### src/hdl/supervisor_pkg.sv
// Purpose: shared constants and types for the fault supervisor and share-mode control
// Assumes: 125 MHz reference clock, temperatures in whole degrees C, unsigned
// Notes: mode encoding 0 = current share, 1 = standalone
package supervisor_pkg;
	localparam int CLK_MHZ = 125;
	// status register
	localparam logic [7:0] STATUS_OFFSET = 8'h55;
	localparam int WARN_BIT = 5;
	localparam logic [7:0] STATUS_RESET = 8'h00;
	// mode command bytes
	localparam logic [7:0] CMD_BYTE1 = 8'h66;
	localparam logic [7:0] CMD_BYTE2 = 8'h99;
	localparam logic [7:0] CMD3_STANDALONE = 8'h10;
	localparam logic [7:0] CMD3_SHARE = 8'h00;
	localparam logic [2:0] CMD_LEN = 3'h4;
	localparam logic [2:0] REG_WR_LEN = 3'h2;
	localparam logic [1:0] COMMIT_REPEATS = 2'h3;
	localparam logic MODE_SHARE = 1'b0;
	// bus address
	localparam logic [4:0] ADDR_PREFIX = 5'h08;
	localparam int BUS_KHZ = 100;
	// timing
	localparam int SAMPLE_US = 200;
	localparam int SAMPLE_CYCLES = SAMPLE_US * CLK_MHZ;
	localparam int IN_FAULT_US = 1000;
	localparam logic [2:0] IN_FAULT_SAMPLES = 3'((IN_FAULT_US + SAMPLE_US - 1) / SAMPLE_US);
	localparam int RETRY_S = 1;
	localparam int RETRY_CYCLES = RETRY_S * CLK_MHZ * 1000000;
	// temperature thresholds
	localparam logic [7:0] OT_ENTER_C = 8'h5f;
	localparam logic [7:0] OT_HYST_C = 8'h14;
	localparam logic [7:0] OT_LEAVE_C = 8'(OT_ENTER_C - OT_HYST_C);
	localparam logic [7:0] WARN_C = 8'h55;

	typedef enum logic [0:0] {FS_RUN, FS_TRIP} fault_state_type;
	typedef enum logic [2:0] {BS_IDLE, BS_ADDR, BS_ACK_A, BS_WRX, BS_ACK_W, BS_TX, BS_ACK_R} bus_state_type;
endpackage

### src/hdl/serial_link_if.sv
// Purpose: byte-level link between the serial bus engine and the supervisor
// Assumes: one clock domain
// Notes: pulses last one cycle
`timescale 1ns/1ps
`default_nettype none
interface serial_link_if;
	logic [6:0] own_addr;
	logic       enable;
	logic [7:0] tx_byte;
	logic [7:0] rx_byte;
	logic       rx_valid;
	logic       start_seen;
	logic       stop_seen;
	modport engine (input own_addr, input enable, input tx_byte,
		output rx_byte, output rx_valid, output start_seen, output stop_seen);
	modport supervisor (output own_addr, output enable, output tx_byte,
		input rx_byte, input rx_valid, input start_seen, input stop_seen);
endinterface
`default_nettype wire

### src/hdl/serial_bus_engine.sv
// Purpose: serial bus slave byte engine, address match, ack, byte receive and transmit
// Assumes: scl and sda already synchronous; clock far faster than the bus
// Notes: sda is open drain, sda_oe_n_out low while pulling low
`timescale 1ns/1ps
`default_nettype none
module serial_bus_engine (
	// clock and reset
	input  wire logic                 clk_in,
	input  wire logic                 rst_n_in,
	// bus pins
	input  wire logic                 scl_in,
	input  wire logic                 sda_in,
	output logic                      sda_oe_n_out,
	// supervisor side
	serial_link_if.engine             link
);
	supervisor_pkg::bus_state_type st_q;
	logic       scl_q, sda_q, done_q, drive_q;
	logic [7:0] sh_q;
	logic [2:0] bit_q;
	logic       rise, fall, start, stop;

	assign rise = scl_in & ~scl_q;
	assign fall = ~scl_in & scl_q;
	assign start = scl_in & scl_q & sda_q & ~sda_in;
	assign stop = scl_in & scl_q & ~sda_q & sda_in;
	assign sda_oe_n_out = ~drive_q;
	assign link.start_seen = start & link.enable;
	assign link.stop_seen = stop & link.enable;

	always_ff @(posedge clk_in or negedge rst_n_in) begin
		if (!rst_n_in) begin
			scl_q <= 1'b1;
			sda_q <= 1'b1;
		end else begin
			scl_q <= scl_in;
			sda_q <= sda_in;
		end
	end

	always_ff @(posedge clk_in or negedge rst_n_in) begin
		if (!rst_n_in) begin
			st_q <= supervisor_pkg::BS_IDLE;
			sh_q <= 8'h00;
			bit_q <= 3'h0;
			done_q <= 1'b0;
			drive_q <= 1'b0;
			link.rx_valid <= 1'b0;
			link.rx_byte <= 8'h00;
		end else begin
			link.rx_valid <= 1'b0;
			if (!link.enable || stop) begin
				st_q <= supervisor_pkg::BS_IDLE;
				drive_q <= 1'b0;
			end else if (start) begin
				st_q <= supervisor_pkg::BS_ADDR;
				bit_q <= 3'h0;
				done_q <= 1'b0;
				drive_q <= 1'b0;
			end else if (rise) begin
				case (st_q)
					supervisor_pkg::BS_ADDR, supervisor_pkg::BS_WRX: begin
						sh_q <= {sh_q[6:0], sda_in};
						bit_q <= bit_q + 3'h1;
						done_q <= (bit_q == 3'h7);
					end
					supervisor_pkg::BS_TX: bit_q <= bit_q + 3'h1;
					supervisor_pkg::BS_ACK_R: if (sda_in) st_q <= supervisor_pkg::BS_IDLE;
					default: ;
				endcase
			end else if (fall) begin
				case (st_q)
					supervisor_pkg::BS_ADDR: if (done_q) begin
						done_q <= 1'b0;
						if (sh_q[7:1] == link.own_addr) begin
							drive_q <= 1'b1;
							st_q <= sh_q[0] ? supervisor_pkg::BS_ACK_R : supervisor_pkg::BS_ACK_A;
						end else begin
							st_q <= supervisor_pkg::BS_IDLE;
						end
					end
					supervisor_pkg::BS_WRX: if (done_q) begin
						done_q <= 1'b0;
						drive_q <= 1'b1;
						link.rx_byte <= sh_q;
						link.rx_valid <= 1'b1;
						st_q <= supervisor_pkg::BS_ACK_W;
					end
					supervisor_pkg::BS_ACK_A, supervisor_pkg::BS_ACK_W: begin
						drive_q <= 1'b0;
						st_q <= supervisor_pkg::BS_WRX;
					end
					supervisor_pkg::BS_ACK_R: begin
						sh_q <= link.tx_byte;
						drive_q <= ~link.tx_byte[7];
						bit_q <= 3'h0;
						st_q <= supervisor_pkg::BS_TX;
					end
					supervisor_pkg::BS_TX: begin
						if (bit_q == 3'h0) begin
							drive_q <= 1'b0;
							st_q <= supervisor_pkg::BS_ACK_R;
						end else begin
							sh_q <= {sh_q[6:0], 1'b0};
							drive_q <= ~sh_q[6];
						end
					end
					default: ;
				endcase
			end
		end
	end
endmodule
`default_nettype wire

### src/hdl/fault_supervisor_share_mode_ctrl.sv
// Purpose: fault supervision, open-drain fault line and share/standalone mode control
// Assumes: fault inputs are digital comparator results synchronous to ref_clk_in
// Notes: sampling, retry and input-fault timing run from the reference clock
`timescale 1ns/1ps
`default_nettype none
module fault_supervisor_share_mode_ctrl #(
	parameter logic [14:0] SAMPLE_CYCLES = 15'(supervisor_pkg::SAMPLE_CYCLES),
	parameter logic [26:0] RETRY_CYCLES  = 27'(supervisor_pkg::RETRY_CYCLES)
) (
	// clock and reset
	input  wire logic       ref_clk_in,
	input  wire logic       rst_n_in,
	// monitored conditions
	input  wire logic       input_undervoltage_in,
	input  wire logic       input_overvoltage_in,
	input  wire logic [1:0] output_overvoltage_in,
	input  wire logic [1:0] output_out_of_range_in,
	input  wire logic [1:0] output_overcurrent_in,
	input  wire logic [7:0] temp_a_in,
	input  wire logic [7:0] temp_b_in,
	input  wire logic       sense_open_in,
	// slot address pins
	input  wire logic       slot_addr_low_n_in,
	input  wire logic       slot_addr_high_n_in,
	// serial bus
	input  wire logic       scl_in,
	input  wire logic       sda_in,
	output logic            sda_out,
	output logic            sda_oe_n_out,
	// open-drain fault and system reset lines
	output logic            fail_out,
	output logic            fail_oe_n_out,
	output logic            system_reset_out,
	output logic            system_reset_oe_n_out,
	// power train control
	output logic            outputs_on_out,
	output logic            standalone_mode_out,
	output logic            droop_enable_out,
	// nonvolatile mode storage
	input  wire logic       nv_mode_in,
	output logic            nv_write_out,
	output logic            nv_mode_out,
	output logic            soft_reboot_out
);
	serial_link_if link ();

	logic       rst_s1_q, rst_n_q;
	logic       boot_q, reinit;
	logic [14:0] smp_cnt_q;
	logic       tick;
	logic       uv_ov_s_q, oov_s_q, range_s_q, oc_s_q, sense_s_q;
	logic [7:0] tmax_s_q;
	logic [7:0] tmax;
	logic [2:0] in_cnt_q;
	logic       in_down_q, in_down_d;
	logic       ot_q;
	supervisor_pkg::fault_state_type fs_q;
	logic [26:0] retry_q;
	logic       trip;
	logic [7:0] status_q;
	logic [6:0] addr_q;
	logic       mode_q;
	logic [7:0] b1_q, b2_q, b3_q, b4_q;
	logic [2:0] idx_q;
	logic       seq_ok, seq_bad, reg_wr;
	logic [1:0] rep_q;
	logic       rep_mode_q;
	logic       commit_q;

	// reset release through two flops
	always_ff @(posedge ref_clk_in or negedge rst_n_in) begin
		if (!rst_n_in) begin
			rst_s1_q <= 1'b0;
			rst_n_q <= 1'b0;
		end else begin
			rst_s1_q <= 1'b1;
			rst_n_q <= rst_s1_q;
		end
	end

	// periodic sampling of the monitored supplies
	assign tick = (smp_cnt_q == SAMPLE_CYCLES - 15'h1);
	always_ff @(posedge ref_clk_in or negedge rst_n_q) begin
		if (!rst_n_q) begin
			smp_cnt_q <= 15'h0;
		end else begin
			smp_cnt_q <= tick ? 15'h0 : smp_cnt_q + 15'h1;
		end
	end

	assign tmax = (temp_a_in > temp_b_in) ? temp_a_in : temp_b_in;
	always_ff @(posedge ref_clk_in or negedge rst_n_q) begin
		if (!rst_n_q) begin
			uv_ov_s_q <= 1'b0;
			oov_s_q <= 1'b0;
			range_s_q <= 1'b0;
			oc_s_q <= 1'b0;
			sense_s_q <= 1'b0;
			tmax_s_q <= 8'h00;
		end else if (tick) begin
			uv_ov_s_q <= input_undervoltage_in | input_overvoltage_in;
			oov_s_q <= |output_overvoltage_in;
			range_s_q <= |output_out_of_range_in;
			oc_s_q <= |output_overcurrent_in;
			sense_s_q <= sense_open_in;
			tmax_s_q <= tmax;
		end
	end

	// input voltage guard: five bad samples span the 1ms window
	always_comb begin
		in_down_d = in_down_q;
		if (!in_down_q && uv_ov_s_q && in_cnt_q == supervisor_pkg::IN_FAULT_SAMPLES - 3'h1)
			in_down_d = 1'b1;
		else if (in_down_q && !uv_ov_s_q)
			in_down_d = 1'b0;
	end
	always_ff @(posedge ref_clk_in or negedge rst_n_q) begin
		if (!rst_n_q) begin
			in_cnt_q <= 3'h0;
			in_down_q <= 1'b0;
		end else if (tick) begin
			in_down_q <= in_down_d;
			if (!uv_ov_s_q || in_down_q)
				in_cnt_q <= 3'h0;
			else if (in_cnt_q != supervisor_pkg::IN_FAULT_SAMPLES)
				in_cnt_q <= in_cnt_q + 3'h1;
		end
	end

	// recovery from an input fault or a commit behaves as a fresh power up
	assign reinit = !boot_q || (tick && in_down_q && !in_down_d) || commit_q;

	// overtemperature with hysteresis
	always_ff @(posedge ref_clk_in or negedge rst_n_q) begin
		if (!rst_n_q) begin
			ot_q <= 1'b0;
		end else if (tmax_s_q >= supervisor_pkg::OT_ENTER_C) begin
			ot_q <= 1'b1;
		end else if (tmax_s_q <= supervisor_pkg::OT_LEAVE_C) begin
			ot_q <= 1'b0;
		end
	end

	// overvoltage and overcurrent shutdown with timed restart attempts
	assign trip = oov_s_q | oc_s_q;
	always_ff @(posedge ref_clk_in or negedge rst_n_q) begin
		if (!rst_n_q) begin
			fs_q <= supervisor_pkg::FS_RUN;
			retry_q <= 27'h0;
		end else begin
			case (fs_q)
				supervisor_pkg::FS_RUN: begin
					retry_q <= 27'h0;
					if (trip)
						fs_q <= supervisor_pkg::FS_TRIP;
				end
				supervisor_pkg::FS_TRIP: begin
					if (retry_q == RETRY_CYCLES - 27'h1) begin
						retry_q <= 27'h0;
						if (!trip)
							fs_q <= supervisor_pkg::FS_RUN;
					end else begin
						retry_q <= retry_q + 27'h1;
					end
				end
				default: fs_q <= supervisor_pkg::FS_RUN;
			endcase
		end
	end

	// power train and open-drain lines
	always_ff @(posedge ref_clk_in or negedge rst_n_q) begin
		if (!rst_n_q) begin
			outputs_on_out <= 1'b0;
			fail_oe_n_out <= 1'b0;
			system_reset_oe_n_out <= 1'b0;
		end else begin
			outputs_on_out <= boot_q && !in_down_q && !ot_q && !sense_s_q && !trip && !commit_q
				&& fs_q == supervisor_pkg::FS_RUN;
			fail_oe_n_out <= !(oov_s_q || range_s_q || oc_s_q || fs_q == supervisor_pkg::FS_TRIP
				|| !boot_q);
			system_reset_oe_n_out <= !(!boot_q || in_down_q || commit_q);
		end
	end
	assign fail_out = 1'b0;
	assign system_reset_out = 1'b0;
	assign sda_out = 1'b0;

	// address and mode caught after reset release and on every reinit
	always_ff @(posedge ref_clk_in or negedge rst_n_q) begin
		if (!rst_n_q) begin
			boot_q <= 1'b0;
			addr_q <= 7'h00;
			mode_q <= supervisor_pkg::MODE_SHARE;
		end else begin
			boot_q <= 1'b1;
			if (reinit) begin
				addr_q <= {supervisor_pkg::ADDR_PREFIX, ~slot_addr_high_n_in, ~slot_addr_low_n_in};
				mode_q <= commit_q ? rep_mode_q : nv_mode_in;
			end else if (seq_ok) begin
				mode_q <= (b3_q == supervisor_pkg::CMD3_STANDALONE);
			end
		end
	end
	assign standalone_mode_out = mode_q;
	assign droop_enable_out = ~mode_q;

	// write transaction capture
	always_ff @(posedge ref_clk_in or negedge rst_n_q) begin
		if (!rst_n_q) begin
			idx_q <= 3'h0;
			b1_q <= 8'h00;
			b2_q <= 8'h00;
			b3_q <= 8'h00;
			b4_q <= 8'h00;
		end else if (reinit || link.start_seen) begin
			idx_q <= 3'h0;
		end else if (link.rx_valid) begin
			if (idx_q != 3'h7)
				idx_q <= idx_q + 3'h1;
			case (idx_q)
				3'h0: b1_q <= link.rx_byte;
				3'h1: b2_q <= link.rx_byte;
				3'h2: b3_q <= link.rx_byte;
				3'h3: b4_q <= link.rx_byte;
				default: ;
			endcase
		end
	end

	// a mode sequence is checked at the stop condition
	always_comb begin
		seq_ok = 1'b0;
		seq_bad = 1'b0;
		reg_wr = 1'b0;
		if (link.stop_seen && !reinit) begin
			if (b1_q == supervisor_pkg::CMD_BYTE1 && idx_q != 3'h0) begin
				if (idx_q == supervisor_pkg::CMD_LEN && b2_q == supervisor_pkg::CMD_BYTE2
					&& (b3_q == supervisor_pkg::CMD3_STANDALONE || b3_q == supervisor_pkg::CMD3_SHARE)
					&& 8'(b1_q + b2_q + b3_q + b4_q) == 8'h00)
					seq_ok = 1'b1;
				else
					seq_bad = 1'b1;
			end else if (b1_q == supervisor_pkg::STATUS_OFFSET && idx_q == supervisor_pkg::REG_WR_LEN) begin
				reg_wr = 1'b1;
			end
		end
	end

	// consecutive repetition count and commit
	always_ff @(posedge ref_clk_in or negedge rst_n_q) begin
		if (!rst_n_q) begin
			rep_q <= 2'h0;
			rep_mode_q <= supervisor_pkg::MODE_SHARE;
			commit_q <= 1'b0;
		end else begin
			commit_q <= 1'b0;
			if (reinit) begin
				rep_q <= 2'h0;
			end else if (seq_bad) begin
				rep_q <= 2'h0;
			end else if (seq_ok) begin
				rep_mode_q <= (b3_q == supervisor_pkg::CMD3_STANDALONE);
				if (rep_q != 2'h0 && rep_mode_q == (b3_q == supervisor_pkg::CMD3_STANDALONE)) begin
					if (rep_q == supervisor_pkg::COMMIT_REPEATS - 2'h1) begin
						rep_q <= 2'h0;
						commit_q <= 1'b1;
					end else begin
						rep_q <= rep_q + 2'h1;
					end
				end else begin
					rep_q <= 2'h1;
				end
			end
		end
	end
	assign nv_write_out = commit_q;
	assign soft_reboot_out = commit_q;
	assign nv_mode_out = rep_mode_q;

	// status register: host writes, warning bit cleared by hardware near shutdown
	always_ff @(posedge ref_clk_in or negedge rst_n_q) begin
		if (!rst_n_q) begin
			status_q <= supervisor_pkg::STATUS_RESET;
		end else if (reinit) begin
			status_q <= supervisor_pkg::STATUS_RESET;
		end else begin
			if (reg_wr)
				status_q <= b2_q;
			if (tmax_s_q >= supervisor_pkg::WARN_C)
				status_q[supervisor_pkg::WARN_BIT] <= 1'b0;
		end
	end

	assign link.own_addr = addr_q;
	assign link.enable = boot_q && !in_down_q && !commit_q;
	assign link.tx_byte = status_q;

	serial_bus_engine u_engine (
		.clk_in       (ref_clk_in),
		.rst_n_in     (rst_n_q),
		.scl_in       (scl_in),
		.sda_in       (sda_in),
		.sda_oe_n_out (sda_oe_n_out),
		.link         (link)
	);

	input_down_off_a: assert property (@(posedge ref_clk_in) disable iff (!rst_n_q)
		in_down_q |-> !link.enable ##1 !outputs_on_out) else $error("outputs on during input fault");
	fail_ov_a: assert property (@(posedge ref_clk_in) disable iff (!rst_n_q)
		$past(oov_s_q) |-> !fail_oe_n_out) else $error("fault line released during overvoltage");
	oc_shut_a: assert property (@(posedge ref_clk_in) disable iff (!rst_n_q)
		oc_s_q |=> !outputs_on_out && fs_q == supervisor_pkg::FS_TRIP) else $error("overcurrent not shut");
	retry_hold_a: assert property (@(posedge ref_clk_in) disable iff (!rst_n_q)
		fs_q == supervisor_pkg::FS_TRIP && retry_q != RETRY_CYCLES - 27'h1 |=> fs_q == supervisor_pkg::FS_TRIP
		&& !outputs_on_out) else $error("restart before retry period");
	ot_enter_a: assert property (@(posedge ref_clk_in) disable iff (!rst_n_q)
		tmax_s_q >= 8'h5f |=> ot_q ##1 !outputs_on_out) else $error("overtemperature missed");
	ot_leave_a: assert property (@(posedge ref_clk_in) disable iff (!rst_n_q)
		$fell(ot_q) |-> $past(tmax_s_q) <= 8'h4b) else $error("overtemperature left early");
	warn_clear_a: assert property (@(posedge ref_clk_in) disable iff (!rst_n_q)
		tmax_s_q >= 8'h55 && !reinit |=> !status_q[5]) else $error("warning bit not cleared");
	sense_off_a: assert property (@(posedge ref_clk_in) disable iff (!rst_n_q)
		$past(sense_s_q) |-> !outputs_on_out) else $error("outputs on with open sense");
	commit_third_a: assert property (@(posedge ref_clk_in) disable iff (!rst_n_q)
		commit_q |-> $past(rep_q) == 2'h2 && $past(seq_ok)) else $error("commit without three repeats");
	commit_mode_a: assert property (@(posedge ref_clk_in) disable iff (!rst_n_q)
		commit_q |=> mode_q == $past(rep_mode_q) && !outputs_on_out) else $error("commit reboot wrong");
	bad_seq_a: assert property (@(posedge ref_clk_in) disable iff (!rst_n_q)
		seq_bad |=> rep_q == 2'h0 && !commit_q) else $error("bad sequence kept count");
endmodule
`default_nettype wire

### config.mk
export PLATFORM = sky130hd
export DESIGN_NAME = fault_supervisor_share_mode_ctrl
export DESIGN_NICKNAME = d
export VERILOG_FILES = /design/src/hdl/supervisor_pkg.sv /design/src/hdl/serial_link_if.sv /design/src/hdl/serial_bus_engine.sv /design/src/hdl/fault_supervisor_share_mode_ctrl.sv
export SDC_FILE = /design/constraint.sdc
export NUM_CORES = 1
export LEC_CHECK = 0
export BUFFER_PORTS_ARGS = -buffer_cell sky130_fd_sc_hd__buf_2
export CAP_MARGIN = 20
export CORE_UTILIZATION = 66
export DETAILED_ROUTE_END_ITERATION = 7
export PLACE_DENSITY = 0.84
export REMOVE_ABC_BUFFERS = 1
export SYNTH_ARGS = -nofsm -noshare
export SYNTH_HDL_FRONTEND = slang
export SYNTH_SLANG_ARGS = --single-unit
### constraint.sdc
create_clock -name ref_clk_in -period 8.4 [get_ports ref_clk_in]
set_input_delay 0.84 -clock ref_clk_in [delete_from_list [all_inputs] [get_ports ref_clk_in]]
set_output_delay 0.84 -clock ref_clk_in [all_outputs]
set_load 0.03 [all_outputs]
# [Word-level counts from Yosys, hierarchy flattened]
# Index checks and enable logic that the tools add are counted.
[totals] regBits=145 out_inout_bits=12 elab_cells=284
[classes] addsub=9 n_lt_le_gt_ge=4 eq_ne=38 muxes=83 n_bitwise=28 reduce_logical=83
[ops] operator="$mux W3" n=21
[ops] operator="$mux W8" n=7
[ops] operator="$pmux W27 S2" n=1
[ops] operator="$mux W1" n=43
[ops] operator="$add A27 B1 Y27 const B" n=1
[ops] operator="$eq A27 B27 Y1 const B" n=1
[ops] operator="$mux W27" n=1
[ops] operator="$add A8 B8 Y8" n=3
[ops] operator="$reduce_bool A3 Y1" n=7
[ops] operator="$logic_and A1 B1 Y1" n=19
[ops] operator="$eq A3 B3 Y1 const B" n=6
[ops] operator="$ne A3 B3 Y1 const B" n=6
[ops] operator="$reduce_and A6 Y1" n=3
[ops] operator="$not A1 Y1" n=17
[ops] operator="$eq A8 B7 Y1 const B" n=2
[ops] operator="$ge A8 B7 Y1 const B" n=2
[ops] operator="$logic_not A8 Y1" n=2
[ops] operator="$pmux W8 S2" n=1
[ops] operator="$reduce_bool A2 Y1" n=8
[ops] operator="$add A15 B1 Y15 const B" n=1
[ops] operator="$eq A15 B15 Y1 const B" n=1
[ops] operator="$mux W15" n=1
[ops] operator="$ne A5 B1 Y1 const B" n=3
[ops] operator="$pmux W3 S5" n=1
[ops] operator="32 further kinds" n=87

# [Depth between registers and ports, before layout]
# Gate-level depths: netlist of run 1.
[depth] word_depth=14 mapped_depth=11 ltp_nobuf=11

# [By module]
# From an unflattened synthesis of run 1, not the netlist that was laid out.
[hier_totals] hier_cells=736 hier_area_um2=7917.6
[by_module_without_submodules] module="fault_supervisor_share_mode_ctrl" instances=1 cells_each=577 area_per_inst_um2=6262.3
[by_module_without_submodules] module="serial_bus_engine" instances=1 cells_each=159 area_per_inst_um2=1655.3

# [Least setup slack after synthesis of run 1]
# No wires, ideal clock.
[synth_timing] path_kind="reg2reg" startpoint="register b1_q[1]" endpoint="register mode_q, in the netlist standalone_mode_out" setup_ps=124 t_arrival_ps=3556 t_required_ps=8276 path_slack_ps=4720 stages_incl_launch_ff=12 path_buffers=0 synth_period_minus_slack_ps=3680 path_cell_list="dfrtp_1 -> fa_1 -> fa_1 -> ha_1 -> inv_1 -> fa_1 -> nor4b_1 -> nand4_1 -> or4_4 -> nor4_4 -> a21oi_1 -> o31a_1"
[synth_via] elab_chain_len=9
[synth_rtl] item="start: declaration" line_no="fault_supervisor_share_mode_ctrl.sv:63" text="logic [7:0] b1_q, b2_q, b3_q, b4_q;"
[synth_rtl] item="start signal: assignment" line_no="fault_supervisor_share_mode_ctrl.sv:223" text="3'h0: b1_q <= link.rx_byte;"
[synth_rtl] item="$add A8 B8 Y8 (3 in a row)" line_no="fault_supervisor_share_mode_ctrl.sv:241" text="&& 8'(b1_q + b2_q + b3_q + b4_q) == 8'h00)"
[synth_rtl] item="$logic_not A8 Y1" line_no="fault_supervisor_share_mode_ctrl.sv:241"
[synth_rtl] item="$logic_and A1 B1 Y1" line_no="fault_supervisor_share_mode_ctrl.sv:241"
[synth_rtl] item="$mux W1" line_no="fault_supervisor_share_mode_ctrl.sv:239" text="if (idx_q == supervisor_pkg::CMD_LEN && b2_q == supervisor_pkg::CMD_BYTE2"
[synth_rtl] item="$mux W1 (*)" line_no="fault_supervisor_share_mode_ctrl.sv:238" text="if (b1_q == supervisor_pkg::CMD_BYTE1 && idx_q != 3'h0) begin"
[synth_rtl] item="$mux W1 (*)" line_no="fault_supervisor_share_mode_ctrl.sv:237" text="if (link.stop_seen && !reinit) begin"
[synth_rtl] item="$reduce_bool A2 Y1 (no source line) (*)"
[synth_rtl] item="end signal: assignment" line_no="fault_supervisor_share_mode_ctrl.sv:195" text="mode_q <= supervisor_pkg::MODE_SHARE;"
[synth_rtl] item="end signal: assignment" line_no="fault_supervisor_share_mode_ctrl.sv:200" text="mode_q <= commit_q ? rep_mode_q : nv_mode_in;"
[synth_rtl] item="end signal: assignment" line_no="fault_supervisor_share_mode_ctrl.sv:202" text="mode_q <= (b3_q == supervisor_pkg::CMD3_STANDALONE);"
[synth_rtl] item="end: declaration" line_no="fault_supervisor_share_mode_ctrl.sv:62" text="logic mode_q;"
# Every way passes the cells marked *; elsewhere a longest branch is shown, timed or not.
# A chain may end at the register's enable or synchronous reset.

# [Worst setup path after layout of run 1]
[layout_timing] startpoint="register b1_q[1]" endpoint="register commit_q, in the netlist nv_write_out"
[layout_via] elab_chain_len=11
[layout_rtl] item="$add A8 B8 Y8 (3 in a row)" line_no="fault_supervisor_share_mode_ctrl.sv:241"
[layout_rtl] item="$logic_not A8 Y1" line_no="fault_supervisor_share_mode_ctrl.sv:241"
[layout_rtl] item="$logic_and A1 B1 Y1" line_no="fault_supervisor_share_mode_ctrl.sv:241"
[layout_rtl] item="$mux W1" line_no="fault_supervisor_share_mode_ctrl.sv:239"
[layout_rtl] item="$mux W1" line_no="fault_supervisor_share_mode_ctrl.sv:238"
[layout_rtl] item="$mux W1" line_no="fault_supervisor_share_mode_ctrl.sv:237"
[layout_rtl] item="$mux W1" line_no="fault_supervisor_share_mode_ctrl.sv:263" text="end else if (seq_ok) begin"
[layout_rtl] item="$mux W1 (*)" line_no="fault_supervisor_share_mode_ctrl.sv:261" text="end else if (seq_bad) begin"
[layout_rtl] item="$mux W1 (*)" line_no="fault_supervisor_share_mode_ctrl.sv:259" text="if (reinit) begin"
[layout_rtl] item="end signal: assignment" line_no="fault_supervisor_share_mode_ctrl.sv:256" text="commit_q <= 1'b0;"
[layout_rtl] item="end signal: assignment" line_no="fault_supervisor_share_mode_ctrl.sv:258" text="commit_q <= 1'b0;"
[layout_rtl] item="end signal: assignment" line_no="fault_supervisor_share_mode_ctrl.sv:268" text="commit_q <= 1'b1;"
[layout_rtl] item="end: declaration" line_no="fault_supervisor_share_mode_ctrl.sv:68" text="logic commit_q;"
# Marked as above.

==> metrics.csv, run 1 <==
metric;value;unit
R2R setup slack;4.21;ns
design area;0.00864;mm^2
dpl cells;889;
Yosys reg bits;145;
Finished Layout Cells;923;
CTS resizes;0;
setup bufs post-CTS;0;
final total power;1560;uW
Post-synth EDFFs;0;
cell taking the most area after synthesis;dfrtp_1;
Area Growth Syn to Fin;12.5;%
# rows;39;
Routability Congestion;0.861;
initial core utilization;0.676;
TritonCTS clock tree;built;
post-route ant nets;0;
Residual DRC;0;
Filler cells;735;
Iter 0 DRT Violations;374;
1st-pass router iterations;5;
crit path kind;register to register;
worst reg2reg startpoint;b1_q[1];
TritonCTS Buffers;17;
DIE WIDTH;110;um
Via Count;5765;
Synth Warn #;0;
post-synth cell types;70;
clk_skew;0.00643;ns
H-Tree Depth;4;
top-area cell type share of the netlist area;0.466;
top cells by count, synth;143 x dfrtp_1, 72 x nand2_1, 61 x nor2_1, 42 x mux2_2, 38 x inv_1;
vias per cell;6.25;
VDD IR-drop max;0.000197;V
synth top area cells;dfrtp_1 47%, mux2_2 6.2%, ha_1 5.2%, fa_1 3.6%, nand2_1 3.5%;
share of cells above drive strength 1;0.178;
worst hold path type;input port to asynchronous set/reset pin;
Mapped Area;0.00768;mm^2
GRT Total Usage;0.308;
CTS Root Cell;clkbuf_16;
startpoint class of the critical path;register;
CTS Sinks;145;
max_slew headroom;0.268;
DP HPWL;11700;um
final wirelength;17100;um
GR Overflow Total;0;
Final setup viols;0;
core box area;0.0114;mm^2
Fin Setup TNS;0;ns
max frequency;239;MHz
Post-Synthesis Cells;724;
PwrDens;180;mW/mm^2
die area;0.0121;mm^2
Final period util;0.498;
unrepaired setup endpoints after global routing;no;
ANT cells;0;
static leakage;0.00410;uW
chip height;110;um
status;finished clean;
number of global-route vias before repair;5700;
Final Slew Violations;0;
asr flop ratio synth;1.00;
clock buffer depth;2;
main flop type after synthesis;dfrtp_1;
crit path time final;4.19;ns
CP arrival;4.51;ns
Critical Path RT;8.72;ns
Setup WS pre-CTS;4.35;ns
initial antenna violation count;0;
IO Count;44;
IO buf count;40;
Crit Reg-Reg Endpoint;nv_write_out;
register area share after synthesis;0.473;
syn avg cell area;10.6;um^2
dpl cell area;0.00798;mm^2
type of destination of the critical path;register;
pin count of the biggest net entering global routing;85;
Worst Tran Pin Value;1.09;ns
Final Hold Vio Count;0;
Max-cap violations;0;
setup ws final;4.21;ns
most numerous cell in the Yosys netlist;dfrtp_1;
drt wl/cell;18.6;um
worst skew pair latency;0.43;ns
reg2reg path depth;11;
Crit Path Max Fanout;5;
Worst-path clk slew;0.06;ns
# hold bufs at CTS;0;
NumNets Final;845;
first-pass GRT wire length;27700;um
==> metal layers <==
layer,up-vias,wire [um],track usage
met2,203,8790,0.508
li1,2635,-,-
met5,-,0,0
met1,2869,6850,0.371
met4,0,679,0.162
met3,58,815,0.0818
==> sequential cells by signal, summed over array words and instances, names as in the netlist, 2 cells and up <==
name                   flops
retry_q                   27
smp_cnt_q                 15
b1_q                       8
b2_q                       8
b3_q                       8
b4_q                       8
link.tx_byte               8
tmax_s_q                   8
u_engine.link.rx_byte      8
u_engine.sh_q              8
addr_q                     3
idx_q                      3
in_cnt_q                   3
u_engine.bit_q             3
u_engine.st_q              3
rep_q                      2
==> power by group <==
part | switching [uW] | internal (uW) | leakage [uW] | total (uW)
logic | 33.6 | 20.1 | 0.00188 | 53.7
registers | 11.6 | 706 | 0.00194 | 717
clock network | 295 | 492 | 0.000288 | 786
total | 340 | 1220 | 0.00410 | 1560
==> cells in the final DEF (no fill, tap or decap), types with 4 or more instances in the layout <==
master / count
nand3_1: 30
dfrtp_1: 142
nor4_1: 7
nand4_1: 14
inv_1: 38
o311ai_0: 8
and3_1: 8
nor2b_1: 6
conb_1: 5
o2111ai_1: 9
nand2_1: 72
nor2_1: 61
mux2i_1: 9
xnor2_1: 21
clkbuf_16: 17
nand2b_1: 13
a21oi_1: 16
or3_1: 4
clkinvlp_4: 5
o21ai_0: 33
a31oi_1: 7
fa_1: 14
o21a_1: 4
mux2_2: 42
nor3_1: 10
buf_2: 40
ha_1: 32
a21o_1: 6
xor2_1: 30
==> how the worst max path moves through the flow <==
stage	endpoint	cells past startpoint	slack, ns	start
CTS	nv_write_out	11	4.23	b1_q[1]
global route	nv_write_out	11	4.07	b1_q[1]
finish	nv_write_out	11	4.21	b1_q[1]
floorplan	addr_q[0]	0	4.06	rst_n_q
global placement	standalone_mode_out	11	4.53	b1_q[1]
detailed placement	nv_write_out	11	4.35	b1_q[1]
==> per-stage QoR <==
stage / hold WS (ns) / utilization
global placement: 0.338 / 0.702
global route: 0.182 / 0.760
CTS: 0.178 / 0.757
finish: 0.182 / 0.760
floorplan: 0.331 / -
detailed placement: 0.343 / 0.702
==> critical path, stage by stage, from the launching register on <==
cell     delay (ns)
dfrtp_1        0.43
fa_1           0.52
fa_1           0.53
ha_1           0.18
inv_1          0.06
fa_1           0.49
nor4b_1        0.36
nand4_1        0.16
or4_4          0.51
nor4_4         0.39
nand2_2        0.15
nor4b_2        0.31
==> final cells by class <==
| type | instances | area, um^2 | share of cell area |
|---|---|---|---|
| multi-input cells | 520 | 3800 | 0.440 |
| flip-flops and latches | 145 | 3630 | 0.421 |
| clock buffers | 21 | 470 | 0.0545 |
| repair buffers | 44 | 250 | 0.0290 |
| well taps | 143 | 179 | 0.0207 |
| clock inverters | 11 | 154 | 0.0178 |
| inverters | 39 | 148 | 0.0171 |
==> cells by family after synthesis <==
logic type | Yosys count | synth area share
XOR/XNOR | 51 | 0.0582
other | 2 | 0.000978
AO/OA/AOI/OAI | 109 | 0.0959
adder cells (fa/ha/maj) | 46 | 0.0886
multiplexers | 51 | 0.0733
buffers and inverters | 62 | 0.0336
flip-flops | 145 | 0.473
AND/OR/NAND/NOR | 258 | 0.177
(Power assumes the default switching activity.)
==> run 2: changes to the inputs <==
--- a/config.mk
+++ b/config.mk
@@ -7,9 +7,9 @@
 export LEC_CHECK = 0
 export BUFFER_PORTS_ARGS = -buffer_cell sky130_fd_sc_hd__buf_2
 export CAP_MARGIN = 20
-export CORE_UTILIZATION = 66
+export CORE_UTILIZATION = 61
 export DETAILED_ROUTE_END_ITERATION = 7
-export PLACE_DENSITY = 0.84
+export PLACE_DENSITY = 0.79
 export REMOVE_ABC_BUFFERS = 1
 export SYNTH_ARGS = -nofsm -noshare
 export SYNTH_HDL_FRONTEND = slang
==> constraint.sdc (replaced) <==
create_clock -name ref_clk_in -period 4 [get_ports ref_clk_in]
set_input_delay 0.4 -clock ref_clk_in [delete_from_list [all_inputs] [get_ports ref_clk_in]]
set_output_delay 0.4 -clock ref_clk_in [all_outputs]
set_load 0.03 [all_outputs]
==> metrics.csv, run 2 (synthesis gave the netlist of run 1 again) <==
metric;value;unit;change
drt wl/cell;17.1;um;-7.7%
startpoint class of the critical path;register;;
status;finished clean;;
Max-cap violations;0;;unchanged
Final Hold Vio Count;0;;unchanged
dpl cells;916;;+3.0%
clock buffer depth;2;;unchanged
post-route ant nets;0;;unchanged
IO buf count;40;;unchanged
Area Growth Syn to Fin;12.2;%;
design area;0.00862;mm^2;-0.22%
highest-count cells in the layout ignoring fill and taps;142 x dfrtp_1, 72 x nand2_1, 61 x nor2_1, 42 x mux2_2, 40 x buf_2;;
NumNets Final;846;;+0.12%
number of global-route vias before repair;5570;;-2.3%
max_slew headroom;0.244;;-0.0244
final core utilization;0.709;;-0.0510
Crit Path Max Fanout;5;;unchanged
Filler cells;852;;+16%
final wirelength;16300;um;-5.1%
initial core utilization;0.632;;-0.0440
CTS Root Cell;clkbuf_16;;
share of cells above drive strength 1;0.181;;+0.00233
footprint of the multi-input gates;0.00381;mm^2;+0.16%
crit path kind;register to register;;
Final period util;0.946;;+0.447
Finished Layout Cells;949;;+2.8%
static leakage;0.00409;uW;-0.16%
CP arrival;4.10;ns;-0.41 ns
unrepaired setup endpoints after global routing;no;;
Residual DRC;0;;unchanged
worst hold path type;input port to register;;
max frequency;264;MHz;+11%
Final Slew Violations;0;;unchanged
dpl cell area;0.00804;mm^2;+0.74%
PwrDens;363;mW/mm^2;+100%
H-Tree Depth;4;;unchanged
Worst Tran Pin Value;1.13;ns;+0.0364 ns
first-pass GRT wire length;27900;um;+0.72%
IO Count;44;;unchanged
register area;0.00363;mm^2;unchanged
most common cell after layout, fill and taps aside;dfrtp_1;;
worst skew pair latency;0.43;ns;about the same
clk_skew;0.00901;ns;+0.00258 ns
max reg flops;27;;unchanged
setup ws final;0.217;ns;-4.00 ns
type of destination of the critical path;register;;
# rows;40;;+2.6%
crit path time final;3.78;ns;-0.404 ns
Largest regs;retry_q (27), smp_cnt_q (15);;
Setup WS pre-CTS;0.0464;ns;-4.31 ns
TritonCTS clock tree;built;;
Via Count;5558;;-3.6%
Iter 0 DRT Violations;301;;-20%
VDD IR-drop max;0.000264;V;+34%
core box area;0.0122;mm^2;+7.0%
GRT Total Usage;0.279;;-0.0292
setup bufs post-CTS;0;;unchanged
DIE WIDTH;114;um;+3.9%
DP HPWL;11400;um;-2.6%
GR Overflow Total;0;;unchanged
Worst-path clk slew;0.06;ns;about the same
Critical Path RT;4.32;ns;-4.40 ns
ANT cells;0;;unchanged
CTS Sinks;145;;unchanged
die area;0.0130;mm^2;+8.0%
initial antenna violation count;0;;unchanged
chip height;114;um;+3.9%
Reg with most FFs;retry_q;;
vias per cell;5.86;;-6.2%
Final setup viols;0;;unchanged
Routability Congestion;0.892;;+3.6%
pin count of the biggest net entering global routing;91;;+7.1%
TritonCTS Buffers;17;;unchanged
1st-pass router iterations;5;;unchanged
-- run 2: cell types whose count changed in the layout (fill, tap and decap cells not counted), sizes merged --
cell / previous run / this run
clkinv: 3 / 9
bufinv: 3 / 1
clkinvlp: 5 / 3
dlygate4sd3: 0 / 1
clkbuf: 21 / 19
-- run 2: cell type report --
cell class,instances,area share
tap,168,0.0244
clock buffer,19,0.0525
multi-input combinational,520,0.442
timing repair buffer,45,0.0293
sequential,145,0.422
inverter,39,0.0171
clock inverter,13,0.0131
-- run 2: worst max-delay path, cell delays in order, from the launching register on --
cell and delay (ns):
dfrtp_1 0.44, fa_1 0.55, fa_1 0.56, ha_1 0.18, inv_1 0.06, fa_1 0.47
nor4b_2 0.19, nand4_1 0.12, or4_4 0.52, nor4_4 0.20, nand2_2 0.12, nor4b_2 0.27
-- run 2: metrics by stage --
step	TNS, ns	power, uW	hold slack, ns
after floorplan	-47.33	1590	0.104
after global placement	0	1640	0.184
after detailed placement	0	1640	0.188
after CTS	0	3150	0.0930
after global routing	0	3220	0.0982
final	0	3130	0.105
-- run 2: worst paths after layout --
kind,start,endpoint,slack [ns],depth (start not counted)
max in group asynchronous,rst_n_q,u_engine.scl_q,2.69,1
hold / removal,scl_in,u_engine.scl_q,0.10,1
setup / recovery,b1_q[1],nv_write_out,0.22,11
setup reg to reg,b1_q[1],nv_write_out,0.22,11
hold reg to reg,rst_s1_q,rst_n_q,0.37,0
min in group asynchronous,rst_n_in,rst_n_q,0.30,2
-- run 2: layer usage --
layer | global-route usage | vias to the layer above | routed length (um)
li1 | - | 2631 | -
met1 | 0.366 | 2751 | 7100
met2 | 0.467 | 141 | 8180
met3 | 0.0471 | 35 | 567
met4 | 0.108 | 0 | 409
met5 | 0 | - | 0
-- run 2: report_power, final --
| group | total, uW | internal, uW | leakage [uW] | switching [uW] |
|---|---|---|---|---|
| Combinational | 113 | 42.1 | 0.00188 | 70.6 |
| Sequential | 1500 | 1480 | 0.00194 | 22.6 |
| Clock | 1520 | 886 | 0.000275 | 630 |
| Total | 3130 | 2410 | 0.00409 | 724 |
-- run 2: timing repair --
item,in CTS,in global routing
hold buffers,1,0
setup endpoints to repair,2,3
resized for setup,0,1
pin swaps,1,0
endpoints found under the hold margin,2,0
